**src/include/spms_pkg.sv**
```systemverilog
// Package for the master/slave serial peripheral interface core
package spms_pkg;

   // ----------------------------------------
   // Word and select geometry
   // ----------------------------------------
   localparam int unsigned WORD_BITS = 8;
   localparam int unsigned SEL_COUNT = 8;
   localparam int unsigned DIV_BITS  = 8;

   // ----------------------------------------
   // Reset values and timing counts
   // ----------------------------------------
   localparam logic [SEL_COUNT-1:0] SEL_IDLE    = 8'hff;
   localparam logic [DIV_BITS-1:0]  DIV_MIN     = 8'h01;
   localparam logic [3:0]           BIT_CNT_RST = 4'h0;
   localparam logic [3:0]           BIT_LAST    = 4'h8;

   // ----------------------------------------
   // Types
   // ----------------------------------------
   typedef logic [WORD_BITS-1:0] spms_word_t;

   typedef struct packed {
      logic       master;    // 1 = master, 0 = slave
      logic       lsb_first; // 1 = LSB first
      logic [2:0] sel_index; // Which slave select to drive
      logic [DIV_BITS-1:0] half_div; // System clocks per half serial period
   } spms_cfg_t;

   typedef enum logic [1:0] {
      ST_IDLE  = 2'b00,
      ST_LOW   = 2'b01,
      ST_HIGH  = 2'b10,
      ST_DONE  = 2'b11
   } spms_state_t;

endpackage

```
**src/hdl/spms_core.sv**
```systemverilog
// Master/slave serial peripheral interface core, mode 0, one clock domain
`timescale 1ns/1ns
module spms_core
   import spms_pkg::*;
(
   // Clock and reset
   input  wire logic                clock_in,
   input  wire logic                rst_n_in,
   // Configuration
   input  wire spms_pkg::spms_cfg_t cfg_in,
   // Transmit word from user
   input  wire spms_pkg::spms_word_t tx_data_in,
   input  wire logic                tx_valid_in,
   output logic                     tx_ready_out,
   // Received word to user
   output spms_pkg::spms_word_t     rx_data_out,
   output logic                     rx_valid_out,
   input  wire logic                rx_ready_in,
   // Serial pins
   output logic                     sck_out,
   output logic                     sck_oe_out,
   output logic [SEL_COUNT-1:0]     sel_n_out,
   output logic                     mosi_out,
   output logic                     miso_out,
   output logic                     miso_oe_out,
   input  wire logic                sck_in,
   input  wire logic                sel_n_in,
   input  wire logic                mosi_in,
   input  wire logic                miso_in
);
   import spms_pkg::*;

   // ----------------------------------------
   // Helpers
   // ----------------------------------------
   // Bit of the word on the wire at position n
   function automatic logic pick_bit(input spms_word_t w, input logic [3:0] n, input logic lsb);
      logic [2:0] idx;
      idx = lsb ? n[2:0] : 3'(WORD_BITS - 1 - 32'(n[2:0]));
      return w[idx];
   endfunction

   // Place received bit at position n
   function automatic spms_word_t put_bit(input spms_word_t w, input logic [3:0] n, input logic lsb,
                                         input logic b);
      spms_word_t r;
      r = w;
      r[lsb ? n[2:0] : 3'(WORD_BITS - 1 - 32'(n[2:0]))] = b;
      return r;
   endfunction

   // Shift a received bit in from the end that fills last
   function automatic spms_word_t shift_in(input spms_word_t w, input logic lsb, input logic b);
      return lsb ? {b, w[WORD_BITS-1:1]} : {w[WORD_BITS-2:0], b};
   endfunction

   // ----------------------------------------
   // Pin synchronisers
   // ----------------------------------------
   logic [1:0] sck_sync, sel_sync, mosi_sync, miso_sync;
   logic       sck_prev;

   // Two stages, first stage read by nothing else; prev for edge finding
   always_ff @(posedge clock_in) begin
      if (!rst_n_in) begin
         sck_sync  <= 2'h0;
         sel_sync  <= 2'h3;
         mosi_sync <= 2'h0;
         miso_sync <= 2'h0;
         sck_prev  <= 1'b0;
      end else begin
         sck_sync  <= {sck_sync[0], sck_in};
         sel_sync  <= {sel_sync[0], sel_n_in};
         mosi_sync <= {mosi_sync[0], mosi_in};
         miso_sync <= {miso_sync[0], miso_in};
         sck_prev  <= sck_sync[1];
      end
   end

   logic s_rise, s_fall, s_sel;
   // Edges from synchronised clock only; one edge per two system clocks still resolves
   assign s_rise = sck_sync[1] & ~sck_prev;
   assign s_fall = ~sck_sync[1] & sck_prev;
   assign s_sel  = ~sel_sync[1];

   // ----------------------------------------
   // Two-entry output buffer
   // ----------------------------------------
   spms_word_t buf_mem [2];
   logic       buf_wp, buf_rp;
   logic [1:0] buf_cnt;
   logic       next_buf_wp, next_buf_rp;
   logic [1:0] next_buf_cnt;
   logic       push, pop;
   spms_word_t push_data;

   assign pop = rx_valid_out & rx_ready_in;

   // Pointer update; a full buffer stalls a new transfer, so nothing is dropped
   always_comb begin
      next_buf_wp  = buf_wp ^ push;
      next_buf_rp  = buf_rp ^ pop;
      next_buf_cnt = 2'(buf_cnt + {1'b0, push} - {1'b0, pop});
   end

   always_ff @(posedge clock_in) begin
      if (!rst_n_in) begin
         buf_wp  <= 1'b0;
         buf_rp  <= 1'b0;
         buf_cnt <= 2'h0;
      end else begin
         buf_wp  <= next_buf_wp;
         buf_rp  <= next_buf_rp;
         buf_cnt <= next_buf_cnt;
      end
      if (push) buf_mem[buf_wp] <= push_data;
   end

   // ----------------------------------------
   // Transfer engine
   // ----------------------------------------
   spms_state_t state, next_state;
   spms_word_t  tx_sh, next_tx_sh, rx_sh, next_rx_sh;
   logic [3:0]  bit_cnt, next_bit_cnt;
   logic [DIV_BITS-1:0] div_cnt, next_div_cnt;
   logic        is_master, next_is_master;
   logic        lsb, next_lsb;
   logic [2:0]  sel_idx, next_sel_idx;
   logic        next_sck, next_sck_oe, next_mosi, next_miso, next_miso_oe;
   logic [SEL_COUNT-1:0] next_sel_n;
   logic        next_tx_ready;
   logic [DIV_BITS-1:0] half_div;
   logic        room;
   // Delayed sample strobes: the line synchroniser lags two clocks behind the pin
   logic [1:0]  samp_pipe, next_samp_pipe;
   logic        rise_now;

   // Never below one system clock per half period
   assign half_div = (cfg_in.half_div < DIV_MIN) ? DIV_MIN : cfg_in.half_div;
   assign room     = (buf_cnt != 2'h2);

   // Next-state logic: mode 0, data out on falling edge, sampled on rising edge
   always_comb begin
      next_state     = state;
      next_tx_sh     = tx_sh;
      next_rx_sh     = rx_sh;
      next_bit_cnt   = bit_cnt;
      next_div_cnt   = div_cnt;
      next_is_master = is_master;
      next_lsb       = lsb;
      next_sel_idx   = sel_idx;
      next_sck       = 1'b0;
      next_sck_oe    = is_master;
      next_sel_n     = SEL_IDLE;
      next_mosi      = mosi_out;
      next_miso      = miso_out;
      next_miso_oe   = 1'b0;
      next_tx_ready  = 1'b0;
      push           = 1'b0;
      push_data      = rx_sh;
      rise_now       = 1'b0;
      // Master takes the line as it stood at its rising edge, two flops later
      if (samp_pipe[1]) next_rx_sh = shift_in(rx_sh, lsb, miso_sync[1]);
      case (state)
         ST_IDLE: begin
            next_is_master = cfg_in.master;
            next_lsb       = cfg_in.lsb_first;
            next_sel_idx   = cfg_in.sel_index;
            next_sck_oe    = cfg_in.master;
            next_bit_cnt   = BIT_CNT_RST;
            next_div_cnt   = half_div;
            next_tx_ready  = room;
            // Master needs a word; slave waits for an external select
            if (room && tx_valid_in && tx_ready_out && (cfg_in.master || s_sel)) begin
               next_tx_sh    = tx_data_in;
               next_tx_ready = 1'b0;
               next_state    = ST_LOW;
               if (cfg_in.master) begin
                  next_sel_n[cfg_in.sel_index] = 1'b0;
                  next_mosi = pick_bit(tx_data_in, BIT_CNT_RST, cfg_in.lsb_first);
               end else begin
                  next_miso_oe = 1'b1;
                  next_miso    = pick_bit(tx_data_in, BIT_CNT_RST, cfg_in.lsb_first);
               end
            end
         end
         ST_LOW, ST_HIGH: begin
            if (is_master) begin
               next_sel_n[sel_idx] = 1'b0;
               next_sck = (state == ST_HIGH);
               next_div_cnt = 8'(div_cnt - 8'h01);
               if (div_cnt == DIV_MIN) begin
                  next_div_cnt = half_div;
                  if (state == ST_LOW) begin
                     next_sck   = 1'b1;
                     rise_now   = 1'b1;                  // Sample lands two clocks on
                     next_state = ST_HIGH;
                  end else begin
                     next_sck     = 1'b0;
                     next_bit_cnt = 4'(bit_cnt + 4'h1);
                     next_mosi    = pick_bit(tx_sh, 4'(bit_cnt + 4'h1), lsb);
                     next_state   = (bit_cnt == BIT_LAST - 4'h1) ? ST_DONE : ST_LOW;
                  end
               end
            end else begin
               next_miso_oe = s_sel;
               // Select dropped early: abandon the word
               if (!s_sel) begin
                  next_state = ST_IDLE;
               end else if (s_rise) begin
                  next_rx_sh   = put_bit(rx_sh, bit_cnt, lsb, mosi_sync[1]);
                  next_bit_cnt = 4'(bit_cnt + 4'h1);
                  if (bit_cnt == BIT_LAST - 4'h1) next_state = ST_DONE;
               end else if (s_fall) begin
                  next_miso = pick_bit(tx_sh, bit_cnt, lsb);
               end
            end
         end
         ST_DONE: begin
            // Wait out the last delayed sample, then hand word over; select released
            next_miso_oe = ~is_master & s_sel;
            if (samp_pipe == 2'h0) begin
               push       = 1'b1;
               next_state = ST_IDLE;
            end
         end
         default: next_state = ST_IDLE;
      endcase
      next_samp_pipe = {samp_pipe[0], rise_now};
   end

   // Registers of the engine and pins; all outputs from flip-flops
   always_ff @(posedge clock_in) begin
      if (!rst_n_in) begin
         state        <= ST_IDLE;
         tx_sh        <= '0;
         rx_sh        <= '0;
         bit_cnt      <= BIT_CNT_RST;
         div_cnt      <= DIV_MIN;
         is_master    <= 1'b0;
         lsb          <= 1'b0;
         sel_idx      <= 3'h0;
         samp_pipe    <= 2'h0;
         sck_out      <= 1'b0;
         sck_oe_out   <= 1'b0;
         sel_n_out    <= SEL_IDLE;
         mosi_out     <= 1'b0;
         miso_out     <= 1'b0;
         miso_oe_out  <= 1'b0;
         tx_ready_out <= 1'b0;
         rx_data_out  <= '0;
         rx_valid_out <= 1'b0;
      end else begin
         state        <= next_state;
         tx_sh        <= next_tx_sh;
         rx_sh        <= next_rx_sh;
         bit_cnt      <= next_bit_cnt;
         div_cnt      <= next_div_cnt;
         is_master    <= next_is_master;
         lsb          <= next_lsb;
         sel_idx      <= next_sel_idx;
         samp_pipe    <= next_samp_pipe;
         sck_out      <= next_sck;
         sck_oe_out   <= next_sck_oe;
         sel_n_out    <= next_sel_n;
         mosi_out     <= next_mosi;
         miso_out     <= next_miso;
         miso_oe_out  <= next_miso_oe;
         tx_ready_out <= next_tx_ready;
         // Output stage shows head of buffer in the same cycle, taken from next count and read pointer
         rx_valid_out <= (next_buf_cnt != 2'h0);
         rx_data_out  <= (buf_cnt == 2'h0 || (pop && buf_cnt == 2'h1)) ? push_data
                         : buf_mem[next_buf_rp];
      end
   end

endmodule

```
**config.mk**
```make
export PLATFORM = sky130hd
export DESIGN_NAME = spms_core
export DESIGN_NICKNAME = d
export VERILOG_FILES = /design/src/include/spms_pkg.sv /design/src/hdl/spms_core.sv
export SDC_FILE = /design/constraint.sdc
export NUM_CORES = 1
export LEC_CHECK = 0
export ABC_AREA = 1
export BUFFER_PORTS_ARGS = -buffer_cell sky130_fd_sc_hd__buf_2
export CAP_MARGIN = 15
export CORE_MARGIN = 2
export CORE_UTILIZATION = 30
export DETAILED_ROUTE_END_ITERATION = 6
export GPL_TIMING_DRIVEN = 0
export SLEW_MARGIN = 40
export SYNTH_ARGS = -nofsm -noshare
export SYNTH_HDL_FRONTEND = slang
export SYNTH_SLANG_ARGS = --single-unit
```
**constraint.sdc**
```tcl
create_clock -name clock_in -period 2.2 [get_ports clock_in]
set_clock_uncertainty 0.2 [all_clocks]
set_input_delay 0.33 -clock clock_in [delete_from_list [all_inputs] [get_ports clock_in]]
set_output_delay 0.33 -clock clock_in [all_outputs]
set_load 0.05 [all_outputs]
```
==> impl_metrics.env <==
export IMPL_synth_avg_cell_area_um2=7.42
export IMPL_power_mw=6.98
export IMPL_mostFrequentLayoutCells="nand2_1, inv_1, dfxtp_1, buf_2, nor2_1"
export IMPL_die_w_um=126
export IMPL_synth_edff_count=16
export IMPL_setup_violations=0
export IMPL_root_buffer="clkbuf_16"
export IMPL_grt_pass1_vias=3660
export IMPL_hold_viol=0
export IMPL_top_layer="met4"
export IMPL_rows=44
export IMPL_die_area_um2=16000
export IMPL_port_buffers=51
export IMPL_ir_drop_mv=0.650
export IMPL_dp_hpwl_mm=7.99
export IMPL_worst_hold_path_endpoint="tx_sh[5]$_SDFFE_PN0P_"
export IMPL_outcome="complete, no violations"
export IMPL_max_slew_worst_pin_slew_ps=676
export IMPL_reg2reg_from="state[0]$_SDFFE_PN0P_"
export IMPL_diodes=0
export IMPL_wl_met2_mm=4.99
export IMPL_cp_required_ps=2270
export IMPL_wl_mm=10.7
export IMPL_clk_latency_ps=350
export IMPL_grt_pass1_wl_mm=17.5
export IMPL_critPathCaptureType="flip-flop"
export IMPL_hp_start="tx_data_in[5]"
export IMPL_ys_seq_elements=88
export IMPL_num_vias=3955
export IMPL_yosysUniqueCellTypes=40
export IMPL_synth_cells=606
export IMPL_synthFlopType="dfxtp_1"
export IMPL_ys_async_sr_fraction_pct=0
export IMPL_syn_area_um2=4490
export IMPL_hold_worst_slack_ps=47.5
export IMPL_cap_violations=0
export IMPL_place_area_um2=4980
export IMPL_min_period_ps=2040
export IMPL_die_h_um=126
export IMPL_crit_fanout=4
export IMPL_grt_max_degree=19
export IMPL_drtAntennaViolNets=0
export IMPL_syn_num_nets=646
export IMPL_core_area_um2=14600
export IMPL_power_density_nw_per_um2=1300
export IMPL_rsz0062_at_grt="false"
export IMPL_ys_warn_count=0
export IMPL_area_growth_pct=19.5
export IMPL_antenna_found_initial=0
export IMPL_p_leak_nw=2.45
export IMPL_cts_sinks=88
export IMPL_drive_gt1_share_pct=18.6
export IMPL_post_route_drc_count=0
export IMPL_hp_class="input port to flip-flop"
export IMPL_drt_vias_per_instance=4.59
export IMPL_crit_type="flip-flop to flip-flop"
export IMPL_report_final_slew_viol_count=0
export IMPL_final_nets=713
export IMPL_post_route_cell_area_um2=5370
export IMPL_r2r_slack_ps=160
export IMPL_slew_limit_headroom_pct=55.0
export IMPL_finalCritPeriodShare_pct=92.9
export IMPL_arrival_ps=2110
export IMPL_dr_wl_met3_um=608
export IMPL_path_clk_slew_ps=60
export IMPL_htree_levels=3
export IMPL_fillers=1547
export IMPL_timing_rr_end="rx_valid_out$_SDFF_PN0_"
export IMPL_reg2reg_depth=10
export IMPL_cts_tree="built"
export IMPL_start_kind="flip-flop"
export IMPL_io_pins=52
export IMPL_grt_usage_pct=13.8
export IMPL_hold_depth=3
export IMPL_ys_seq_area_share_pct=42.8
export IMPL_m1WireLength_mm=4.99
export IMPL_fmax_mhz=489
export IMPL_drtIter0Drc=249
export IMPL_firstDrtPassIters=4
export IMPL_start_util_pct=30.8
export IMPL_routabilityCongestion=0.857
export IMPL_cts_buffers=9
export IMPL_final_common_cell="nand2_1"
export IMPL_grt_ovfl_total=0
export IMPL_ctsLongestPathBuffers=2
export IMPL_wl_per_cell_um=12.5
==> worst max path at each step <==
stage / from / to / slack [ps]
global route: state[0]$_SDFFE_PN0P_ / rx_valid_out$_SDFF_PN0_ / 20
floorplan: state[0]$_SDFFE_PN0P_ / rx_valid_out$_SDFF_PN0_ / 170
finish: state[0]$_SDFFE_PN0P_ / rx_valid_out$_SDFF_PN0_ / 160
CTS: state[0]$_SDFFE_PN0P_ / rx_valid_out$_SDFF_PN0_ / 20
global placement: state[0]$_SDFFE_PN0P_ / rx_valid_out$_SDFF_PN0_ / -320
detailed placement: state[0]$_SDFFE_PN0P_ / rx_valid_out$_SDFF_PN0_ / -280
==> Yosys cell counts (9+ instances only) <==
cell,number,area (um2)
dfxtp_1,72,1440
o211ai_1,13,97.6
ha_1,11,138
nor2_1,58,218
inv_2,9,33.8
o21ai_0,45,225
nand3_1,56,280
buf_2,10,50.1
o21ai_1,25,125
edfxtp_1,16,480
inv_1,79,297
a21oi_1,35,175
nand2_1,115,432
==> kinds of logic (layout without fill, tap and decap cells) <==
kind of cell,count (synthesis),count (layout),share of synthesized area [%]
AND/OR/NAND/NOR,258,258,25.0
adder cells (fa/ha/maj),11,11,3.06
buffers and inverters,110,182,10.0
XOR/XNOR,11,11,3.48
flip-flops,88,88,42.8
AO/OA/AOI/OAI,128,128,15.6
==> state kept, by name, indices dropped and copies added (netlist names), 2 cells and up <==
name	count
bit_cnt	4
buf_cnt	2
buf_mem	16
div_cnt	8
miso_sync	2
mosi_sync	2
push_data	8
rx_data_out	8
samp_pipe	2
sck_sync	2
sel_idx	3
sel_n_out	8
sel_sync	2
state	2
tx_sh	8
==> power by group <==
part	internal [mW]	total, mW	switching, mW
Clock	0.992	1.61	0.615
Combinational	1.02	3.24	2.22
Sequential	1.94	2.14	0.197
Total	3.95	6.98	3.03
==> final cells by class <==
| cell class | count | area, um2 | area share (%) |
|---|---|---|---|
| Buffer | 21 | 120 | 2.24 |
| Sequential cell | 88 | 1920 | 35.8 |
| Timing Repair Buffer | 57 | 310 | 5.78 |
| Clock buffer | 12 | 236 | 4.40 |
| Inverter | 88 | 330 | 6.15 |
| Tap cell | 184 | 230 | 4.29 |
| Multi-Input combinational cell | 408 | 2150 | 40.0 |
| Clock inverter | 4 | 70.1 | 1.31 |
==> routing by layer <==
metal  track usage (%)  vias up
met5                 0        -
li1                  -     2102
met2              22.6       73
met1              17.0     1770
met3              4.05       10
met4              5.37        0
==> metrics by stage <==
| stage | util (%) | setup WS [ps] | instances | TNS (ps) |
|---|---|---|---|---|
| after floorplan | - | 169 | 606 | 0 |
| after global placement | 34.1 | -323 | 841 | -1590 |
| after detailed placement | 34.1 | -280 | 841 | -1890 |
| after CTS | 36.6 | 17.5 | 860 | 0 |
| after global routing | 36.8 | 22.5 | 862 | 0 |
| final | 36.8 | 156 | 862 | 0 |
==> critical path: stages (launching register included) <==
cell     delay [ps]
dfxtp_2         380
ha_4            180
inv_1            90
nor3_4          190
inv_1            70
ha_1            270
inv_1            30
ha_1            170
xnor2_1         140
inv_1            70
o21ai_0         160
==> timing repair <==
item / in CTS / in global routing
gates resized for setup: 3 / 6
pin swaps: 0 / 1
endpoints found under the setup margin: 19 / 10
hold buffers: 4 / 0
hold endpoints to repair: 4 / 0
gates cloned: 0 / 0
buffers inserted: 0 / 2
No activity file was read; power rests on OpenSTA's default activity.
